<file path="src/shared/sbmo_defines.svh">
`ifndef SBMO_DEFINES_SVH
`define SBMO_DEFINES_SVH
`define SBMO_MT_UNCACHED 3'h0
`define SBMO_MT_UNCACHED_COMBINING 3'h1
`define SBMO_MT_WRITE_THROUGH 3'h4
`define SBMO_MT_WRITE_PROTECTED 3'h5
`define SBMO_MT_WRITE_BACK 3'h6
`define SBMO_MT_DEFAULT 3'h0
`define SBMO_LINE_OFS_W 5
`define SBMO_RNG_ENTRIES 4
`define SBMO_RNG_IDX_W 2
`endif

</file>
<file path="src/shared/sbmo_pkg.sv">
package sbmo_pkg;
  typedef enum logic [2:0] {
    SBMO_TYPE_UNCACHED = 3'h0,
    SBMO_TYPE_UNCACHED_COMBINING = 3'h1,
    SBMO_TYPE_WRITE_THROUGH = 3'h4,
    SBMO_TYPE_WRITE_PROTECTED = 3'h5,
    SBMO_TYPE_WRITE_BACK = 3'h6
  } sbmo_mtype_type;
  typedef enum logic [4:0] {
    SBMO_ST_IDLE = 5'h01,
    SBMO_ST_STORE = 5'h02,
    SBMO_ST_LOAD = 5'h04,
    SBMO_ST_IO = 5'h08,
    SBMO_ST_LOCK = 5'h10
  } sbmo_state_type;
endpackage : sbmo_pkg

</file>
<file path="src/hdl/sbmo_unit.sv">
`timescale 1ns/10ps
`include "sbmo_defines.svh"

module sbmo_unit import sbmo_pkg::*; #(
  parameter int AW = 32,
  parameter int DW = 32
) (
  input wire logic mclk,
  input wire logic srst,
  input wire logic ce,
  input wire logic st_valid,
  output logic st_ready,
  input wire logic [AW-1:0] st_addr,
  input wire logic [DW-1:0] st_data,
  input wire logic st_is_io,
  input wire logic ld_valid,
  output logic ld_ready,
  input wire logic [AW-1:0] ld_addr,
  input wire logic ld_split,
  input wire logic lock_valid,
  output logic lock_ready,
  input wire logic [AW-1:0] lock_addr,
  input wire logic lock_split,
  input wire logic serialize_req,
  output logic serialize_done,
  input wire logic intr_ack,
  input wire logic mreg_wr,
  input wire logic [`SBMO_RNG_IDX_W-1:0] mreg_idx,
  input wire logic [AW-1:0] mreg_base,
  input wire logic [AW-1:0] mreg_mask,
  input wire logic [2:0] mreg_type,
  output logic [2:0] ld_mtype,
  output logic ld_cacheable,
  output logic ld_line_fill,
  output logic bus_req,
  output logic bus_wr,
  output logic bus_io,
  output logic [AW-1:0] bus_addr,
  output logic [DW-1:0] bus_data,
  output logic bus_lock,
  input wire logic bus_done,
  input wire logic hold_req_pin,
  output logic hold_ack,
  output logic cache_lock_upd
);
  // range table, written only by the model register write path
  logic [AW-1:0] rng_base_q [`SBMO_RNG_ENTRIES];
  logic [AW-1:0] rng_mask_q [`SBMO_RNG_ENTRIES];
  logic [2:0] rng_type_q [`SBMO_RNG_ENTRIES];
  logic [`SBMO_RNG_ENTRIES-1:0] rng_en_q;
  logic [AW-1:0] buf_addr_q [2];
  logic [DW-1:0] buf_data_q [2];
  logic [1:0] cnt_q;
  logic rd_q;
  logic wr_q;
  sbmo_state_type state_q;
  logic hold_s1_q;
  logic hold_s2_q;
  logic half_q;
  logic split_q;
  logic [AW-1:0] op_addr_q;

  // memory type lookup, first matching entry wins
  function automatic logic [2:0] mtype_of(input logic [AW-1:0] a);
    logic [2:0] t;
    t = `SBMO_MT_DEFAULT;
    for (int i = `SBMO_RNG_ENTRIES - 1; i >= 0; i--) begin
      if (rng_en_q[i] && ((a & rng_mask_q[i]) == (rng_base_q[i] & rng_mask_q[i]))) begin
        t = rng_type_q[i];
      end
    end
    return t;
  endfunction : mtype_of

  // cacheable types fill the line on reads
  function automatic logic cacheable(input logic [2:0] t);
    return (t == `SBMO_MT_WRITE_THROUGH) || (t == `SBMO_MT_WRITE_PROTECTED) ||
      (t == `SBMO_MT_WRITE_BACK);
  endfunction : cacheable

  // range table writes
  always_ff @(posedge mclk) begin
    if (srst) begin
      rng_en_q <= '0;
      for (int i = 0; i < `SBMO_RNG_ENTRIES; i++) begin
        rng_base_q[i] <= '0;
        rng_mask_q[i] <= '0;
        rng_type_q[i] <= `SBMO_MT_DEFAULT;
      end
    end else if (ce && mreg_wr) begin
      rng_en_q[mreg_idx] <= 1'b1;
      rng_base_q[mreg_idx] <= mreg_base;
      rng_mask_q[mreg_idx] <= mreg_mask;
      rng_type_q[mreg_idx] <= mreg_type;
    end
  end

  // hold request synchroniser
  always_ff @(posedge mclk) begin
    if (srst) begin
      hold_s1_q <= 1'b0;
      hold_s2_q <= 1'b0;
    end else if (ce) begin
      hold_s1_q <= hold_req_pin;
      hold_s2_q <= hold_s1_q;
    end
  end

  logic buf_full;
  logic buf_empty;
  logic push;
  logic pop;
  logic grant_hold;
  assign buf_full = (cnt_q == 2'd2);
  assign buf_empty = (cnt_q == 2'd0);
  // hold is granted when idle with no bus lock, including between halves and after reset release
  assign grant_hold = hold_s2_q && (state_q == SBMO_ST_IDLE) && !bus_lock;
  assign push = ce && st_valid && st_ready && !st_is_io;
  assign pop = ce && (state_q == SBMO_ST_STORE) && bus_done && half_q;

  // two-entry store buffer
  always_ff @(posedge mclk) begin
    if (srst) begin
      cnt_q <= 2'd0;
      rd_q <= 1'b0;
      wr_q <= 1'b0;
      buf_addr_q[0] <= '0;
      buf_addr_q[1] <= '0;
      buf_data_q[0] <= '0;
      buf_data_q[1] <= '0;
    end else if (ce) begin
      if (push) begin
        buf_addr_q[wr_q] <= st_addr;
        buf_data_q[wr_q] <= st_data;
        wr_q <= ~wr_q;
      end
      if (pop) begin
        rd_q <= ~rd_q;
      end
      cnt_q <= cnt_q + {1'b0, push} - {1'b0, pop};
    end
  end

  // store ready, stalled while full or whenever st_is_io is presented
  always_ff @(posedge mclk) begin
    if (srst) begin
      st_ready <= 1'b0;
    end else if (ce) begin
      st_ready <= !((cnt_q + {1'b0, push} - {1'b0, pop}) == 2'd2) && !st_is_io;
    end
  end

  // bus sequencer
  always_ff @(posedge mclk) begin
    if (srst) begin
      state_q <= SBMO_ST_IDLE;
      bus_req <= 1'b0;
      bus_wr <= 1'b0;
      bus_io <= 1'b0;
      bus_addr <= '0;
      bus_data <= '0;
      bus_lock <= 1'b0;
      hold_ack <= 1'b0;
      ld_ready <= 1'b0;
      lock_ready <= 1'b0;
      serialize_done <= 1'b0;
      cache_lock_upd <= 1'b0;
      ld_mtype <= `SBMO_MT_DEFAULT;
      ld_cacheable <= 1'b0;
      ld_line_fill <= 1'b0;
      half_q <= 1'b0;
      split_q <= 1'b0;
      op_addr_q <= '0;
    end else if (ce) begin
      ld_ready <= 1'b0;
      lock_ready <= 1'b0;
      serialize_done <= 1'b0;
      cache_lock_upd <= 1'b0;
      hold_ack <= grant_hold;
      case (state_q)
        SBMO_ST_IDLE: begin
          if (grant_hold || hold_ack) begin
            // bus given away, nothing issued
          end else if (ld_valid && !ld_ready) begin
            // a load answered in this cycle is not taken twice
            state_q <= SBMO_ST_LOAD;
            bus_req <= 1'b1;
            bus_wr <= 1'b0;
            bus_io <= 1'b0;
            bus_addr <= split_q ? op_addr_q : ld_addr;
            op_addr_q <= split_q ? op_addr_q : ld_addr;
            half_q <= !ld_split || split_q;
            ld_mtype <= mtype_of(ld_addr);
            ld_cacheable <= cacheable(mtype_of(ld_addr));
            ld_line_fill <= cacheable(mtype_of(ld_addr));
          end else if (!buf_empty) begin
            state_q <= SBMO_ST_STORE;
            bus_req <= 1'b1;
            bus_wr <= 1'b1;
            bus_io <= 1'b0;
            bus_addr <= buf_addr_q[rd_q];
            bus_data <= buf_data_q[rd_q];
            half_q <= 1'b1;
          end else if (st_valid && st_is_io) begin
            state_q <= SBMO_ST_IO;
            bus_req <= 1'b1;
            bus_wr <= 1'b1;
            bus_io <= 1'b1;
            bus_addr <= st_addr;
            bus_data <= st_data;
          end else if (lock_valid && !lock_ready && !intr_ack) begin
            if (lock_split) begin
              state_q <= SBMO_ST_LOCK;
              bus_lock <= 1'b1;
              bus_req <= 1'b1;
              bus_wr <= 1'b0;
              bus_io <= 1'b0;
              bus_addr <= lock_addr;
            end else begin
              cache_lock_upd <= 1'b1;
              lock_ready <= 1'b1;
            end
          end else if (serialize_req && !serialize_done) begin
            serialize_done <= 1'b1;
          end
        end
        SBMO_ST_LOAD: begin
          if (bus_done) begin
            bus_req <= 1'b0;
            if (half_q) begin
              state_q <= SBMO_ST_IDLE;
              split_q <= 1'b0;
              ld_ready <= 1'b1;
            end else begin
              // second half issued after a hold window in idle
              half_q <= 1'b1;
              split_q <= 1'b1;
              state_q <= SBMO_ST_IDLE;
              ld_ready <= 1'b0;
            end
          end
        end
        SBMO_ST_STORE: begin
          if (bus_done) begin
            bus_req <= 1'b0;
            state_q <= SBMO_ST_IDLE;
          end
        end
        SBMO_ST_IO: begin
          if (bus_done) begin
            bus_req <= 1'b0;
            bus_io <= 1'b0;
            state_q <= SBMO_ST_IDLE;
          end
        end
        SBMO_ST_LOCK: begin
          if (bus_done) begin
            if (!bus_wr) begin
              bus_wr <= 1'b1;
            end else begin
              bus_req <= 1'b0;
              bus_wr <= 1'b0;
              bus_lock <= 1'b0;
              lock_ready <= 1'b1;
              state_q <= SBMO_ST_IDLE;
            end
          end
        end
        default: begin
          state_q <= SBMO_ST_IDLE;
        end
      endcase
    end
  end
endmodule : sbmo_unit

</file>
<file path="config.mk">
export PLATFORM = sky130hd
export DESIGN_NAME = sbmo_unit
export DESIGN_NICKNAME = d
export VERILOG_FILES = /design/src/shared/sbmo_pkg.sv /design/src/hdl/sbmo_unit.sv
export VERILOG_INCLUDE_DIRS = /design/src /design/src/shared
export SDC_FILE = /design/constraint.sdc
export NUM_CORES = 1
export LEC_CHECK = 0
export ABC_AREA = 1
export BUFFER_PORTS_ARGS = -buffer_cell sky130_fd_sc_hd__buf_2
export CAP_MARGIN = 25
export CORE_ASPECT_RATIO = 0.8
export CORE_MARGIN = 8
export CORE_UTILIZATION = 30
export CTS_BUF_LIST = sky130_fd_sc_hd__clkbuf_4
export CTS_CLUSTER_SIZE = 14
export DETAILED_ROUTE_END_ITERATION = 10
export SETUP_SLACK_MARGIN = 0.5
export SYNTH_ARGS = -nofsm -noshare
export SYNTH_HDL_FRONTEND = slang
export SYNTH_SLANG_ARGS = --single-unit
export TNS_END_PERCENT = 1
</file>
<file path="constraint.sdc">
create_clock -name mclk -period 10.95 [get_ports mclk]
set_clock_uncertainty 0.2 [all_clocks]
set_input_delay 1.095 -clock mclk [delete_from_list [all_inputs] [get_ports mclk]]
set_output_delay 1.095 -clock mclk [all_outputs]
set_load 0.01 [all_outputs]
</file>
==> results.json <==
{
  "layout-drive-gt1-share_pct": 22.4,
  "cap_viol_max_count": 0,
  "io_buffers": 289,
  "worstSkewPairLatency_ns": 0.98,
  "fin_setup_tns_ns": 0,
  "cp-end-kind": "flip-flop",
  "yosys_warnings": 0,
  "switchingPower_mw": 1.28,
  "cts_tree": "yes",
  "pwr-share-seq_pct": 50.1,
  "place_hpwl_um": 48900,
  "hp-class": "input pin to flip-flop",
  "grt_start_max_net_pins": 81,
  "cp.required_ns": 11.55,
  "p_leak_nw": 12.0,
  "drt-initial-drc-count": 1583,
  "cp_max_fo": 59,
  "synth_area_um2": 23500,
  "dieArea_um2": 87600,
  "overflow": 0,
  "min_period_ns": 4.18,
  "dp.cells": 3704,
  "powerDensity_nw_per_um2": 169,
  "slew_headroom_pct": 30.6,
  "avgViaCountPerCell": 4.71,
  "cts-root-buf": "clkbuf_4",
  "tightest_slew_ns": 1.04,
  "rows": 91,
  "p_int_mw": 3.40,
  "synthCells": 2492,
  "wl_per_cell_um": 18.0,
  "cts_buffer_depth": 3,
  "grt_pass1_vias": 17800,
  "globalplace.congestion": 0.813,
  "report.final.slew_viol_count": 0,
  "setup_viol": 0,
  "grt_first_pass_wirelength_um": 107000,
  "hold_viol": 0,
  "via_count": 18700,
  "synth_edf_count": 396,
  "ant_nets": 0,
  "critPathLaunchType": "flip-flop",
  "rsz0062_at_grt": "no",
  "dr.pass1.iters": 5,
  "outcome": "finished clean",
  "yosysSeqAreaShare_pct": 61.5,
  "avgSynthCellArea_um2": 9.43,
  "finalCritPeriodShare_pct": 38.2,
  "die_h_um": 266,
  "grt_antenna_before_repair": 12,
  "clkSinkCount": 524,
  "start_util_pct": 30.4,
  "cts_hold_buf": 0,
  "routed_wl_um": 71300,
  "synthFlopType": "edfxtp_1",
  "nets": 3039,
  "path_class": "flip-flop to flip-flop",
  "die_x_um": 329,
  "ys_ff_latch": 524,
  "fmax_mhz": 239,
  "grtUsageTotal_pct": 15.9,
  "async_reset_ff_share_pct": 0,
  "peakVddDrop_mv": 0.0844,
  "p_total_mw": 4.68,
  "pwr-share-comb_pct": 11.9,
  "cp_data_arrival_time_ns": 4.78,
  "nFillCells": 7971,
  "worst_hold_slack_ns": 0.184,
  "p_clk_share_pct": 38.0,
  "num_io_pins": 290,
  "cts_buffers": 143,
  "switching_share_pct": 27.3,
  "finalNonFillerCells": 3962,
  "syn2layout_area_growth_pct": 18.1,
  "drc": 0,
  "ctsResizeCount": 0,
  "path_clk_slew_ns": 0.06,
  "syn-num-nets": 2705,
  "coreArea_um2": 77300,
  "yosysUniqueCellTypes": 46,
  "h-tree-depth": 4,
  "postCtsSetupBuffers": 0
}
==> placed cells by master, fill, tap and decap left out, types with 14 or more instances in the layout <==
| cell | instances |
|---|---|
| buf_2 | 289 |
| nor2_1 | 546 |
| inv_1 | 291 |
| o21ai_0 | 141 |
| mux2_2 | 32 |
| nand3b_1 | 14 |
| nand3_1 | 110 |
| o211ai_1 | 33 |
| dfxtp_1 | 127 |
| clkbuf_4 | 223 |
| nand4_1 | 14 |
| a211oi_1 | 25 |
| nand2_1 | 357 |
| nand2_2 | 14 |
| or2_2 | 28 |
| a31oi_1 | 33 |
| a21oi_1 | 75 |
| o21ai_1 | 35 |
| edfxtp_1 | 396 |
| a221oi_1 | 32 |
| buf_4 | 21 |
| clkinv_1 | 14 |
==> final cells by class <==
| type | count | area [um^2] | area share (%) |
|---|---|---|---|
| Inverter | 299 | 1120 | 4.04 |
| Sequential cell | 524 | 14500 | 52.1 |
| Tap cell | 1023 | 1280 | 4.61 |
| Clock buffer | 223 | 1670 | 6.03 |
| Antenna cell | 10 | 25.0 | 0.0902 |
| Timing Repair Buffer | 310 | 1600 | 5.78 |
| Multi-Input combinational cell | 1548 | 7450 | 26.8 |
| Clock inverter | 25 | 143 | 0.514 |
==> sequential cells by signal, indices dropped and copies added (netlist names), 2 cells and up, named ones only <==
register and flops:
rng_base_q 128, rng_mask_q 128, buf_addr_q 64, buf_data_q 64, bus_addr 32, bus_data 32
op_addr_q 32, rng_type_q 12, state_q 5, rng_en_q 4, ld_mtype 3, cnt_q 2
==> metal layers <==
metal  vias to the layer above  global-route usage, %  part of all wire, %
li1                       9102                      -                    -
met1                      8815                   21.4                   45
met2                       642                   24.4                   44
met3                        91                   4.85                  9.0
met4                         6                   4.91                  1.7
met5                         -                      0                0.053
==> critical path, cell delays in order (launching register included) <==
cell and delay [ns]:
dfxtp_1 0.34, nor2_4 0.10, buf_4 0.40, inv_2 0.45
nor2_4 0.90, inv_2 0.09, nor2_2 0.17, inv_2 0.07
nor2_2 0.10, a21oi_1 0.08, nand2_2 0.10, nor2_4 0.04
nand2_2 0.13, nor2_8 0.07, buf_4 0.34, o21ai_0 0.30
a21oi_2 0.05
==> final timing paths <==
path,end,cells after the start,slack (ns),startpoint
min reg2reg,rng_en_q[3],2,0.25,rng_en_q[3]
max,bus_addr[16],16,6.77,cnt_q[0]
min,hold_s1_q,3,0.18,hold_req_pin
max reg2reg,bus_addr[16],16,6.77,cnt_q[0]
==> kinds of logic (layout without fill, tap and decap cells) <==
| logic type | after synthesis | after routing | synth area share [%] |
|---|---|---|---|
| other | 0 | 10 | 0 |
| flip-flops | 524 | 524 | 61.5 |
| AND/OR/NAND/NOR | 1114 | 1114 | 19.7 |
| AO/OA/AOI/OAI | 394 | 394 | 9.97 |
| adder cells (fa/ha/maj) | 2 | 2 | 0.106 |
| XOR/XNOR | 5 | 5 | 0.186 |
| buffers and inverters | 420 | 857 | 6.97 |
| multiplexers | 33 | 33 | 1.58 |
==> cells in the mapped netlist (4+ instances only) <==
library cell  number  area share, %
a21oi_2           10           0.37
buf_6              5           0.24
clkbuf_1          93            1.5
o211ai_1          33            1.1
a21oi_1           75            1.6
nand3b_1          14           0.45
a31oi_1           33           0.88
or2_2             28           0.75
inv_2              5          0.080
dfxtp_1          128             11
buf_2             13           0.28
o21ai_0          141            3.0
nand3_1          111            2.4
nor2_4             5           0.24
buf_1              8           0.13
nor2_1           547            8.7
nand4_1           14           0.37
a211oi_1          25           0.80
nor3_1             9           0.19
mux2_2            32            1.5
nand2_1          368            5.9
edfxtp_1         396             51
xor2_1             4           0.15
a221oi_1          32            1.2
inv_1            293            4.7
nor2_2             4           0.11
o21ai_1           35           0.75
nand2_2            4           0.11
==> power by group through the flow <==
stage,Clock [mW],Sequential (mW),Combinational [mW]
global route,1.95,2.36,0.621
finish,1.78,2.35,0.556
global placement,0,2.38,0.556
floorplan,0,2.39,0.323
detailed placement,0,2.39,0.563
CTS,1.84,2.35,0.565
==> through the flow <==
stage	util, %	cell area (um^2)	setup slack (ns)
3_5_place_dp	33.5	25900	6.34
2_1_floorplan	-	23500	6.59
6_report	35.9	27800	6.77
5_1_grt	35.9	27700	6.44
4_1_cts	35.9	27700	6.72
3_3_place_gp	33.5	25900	6.30
(Power assumes the default switching activity.)
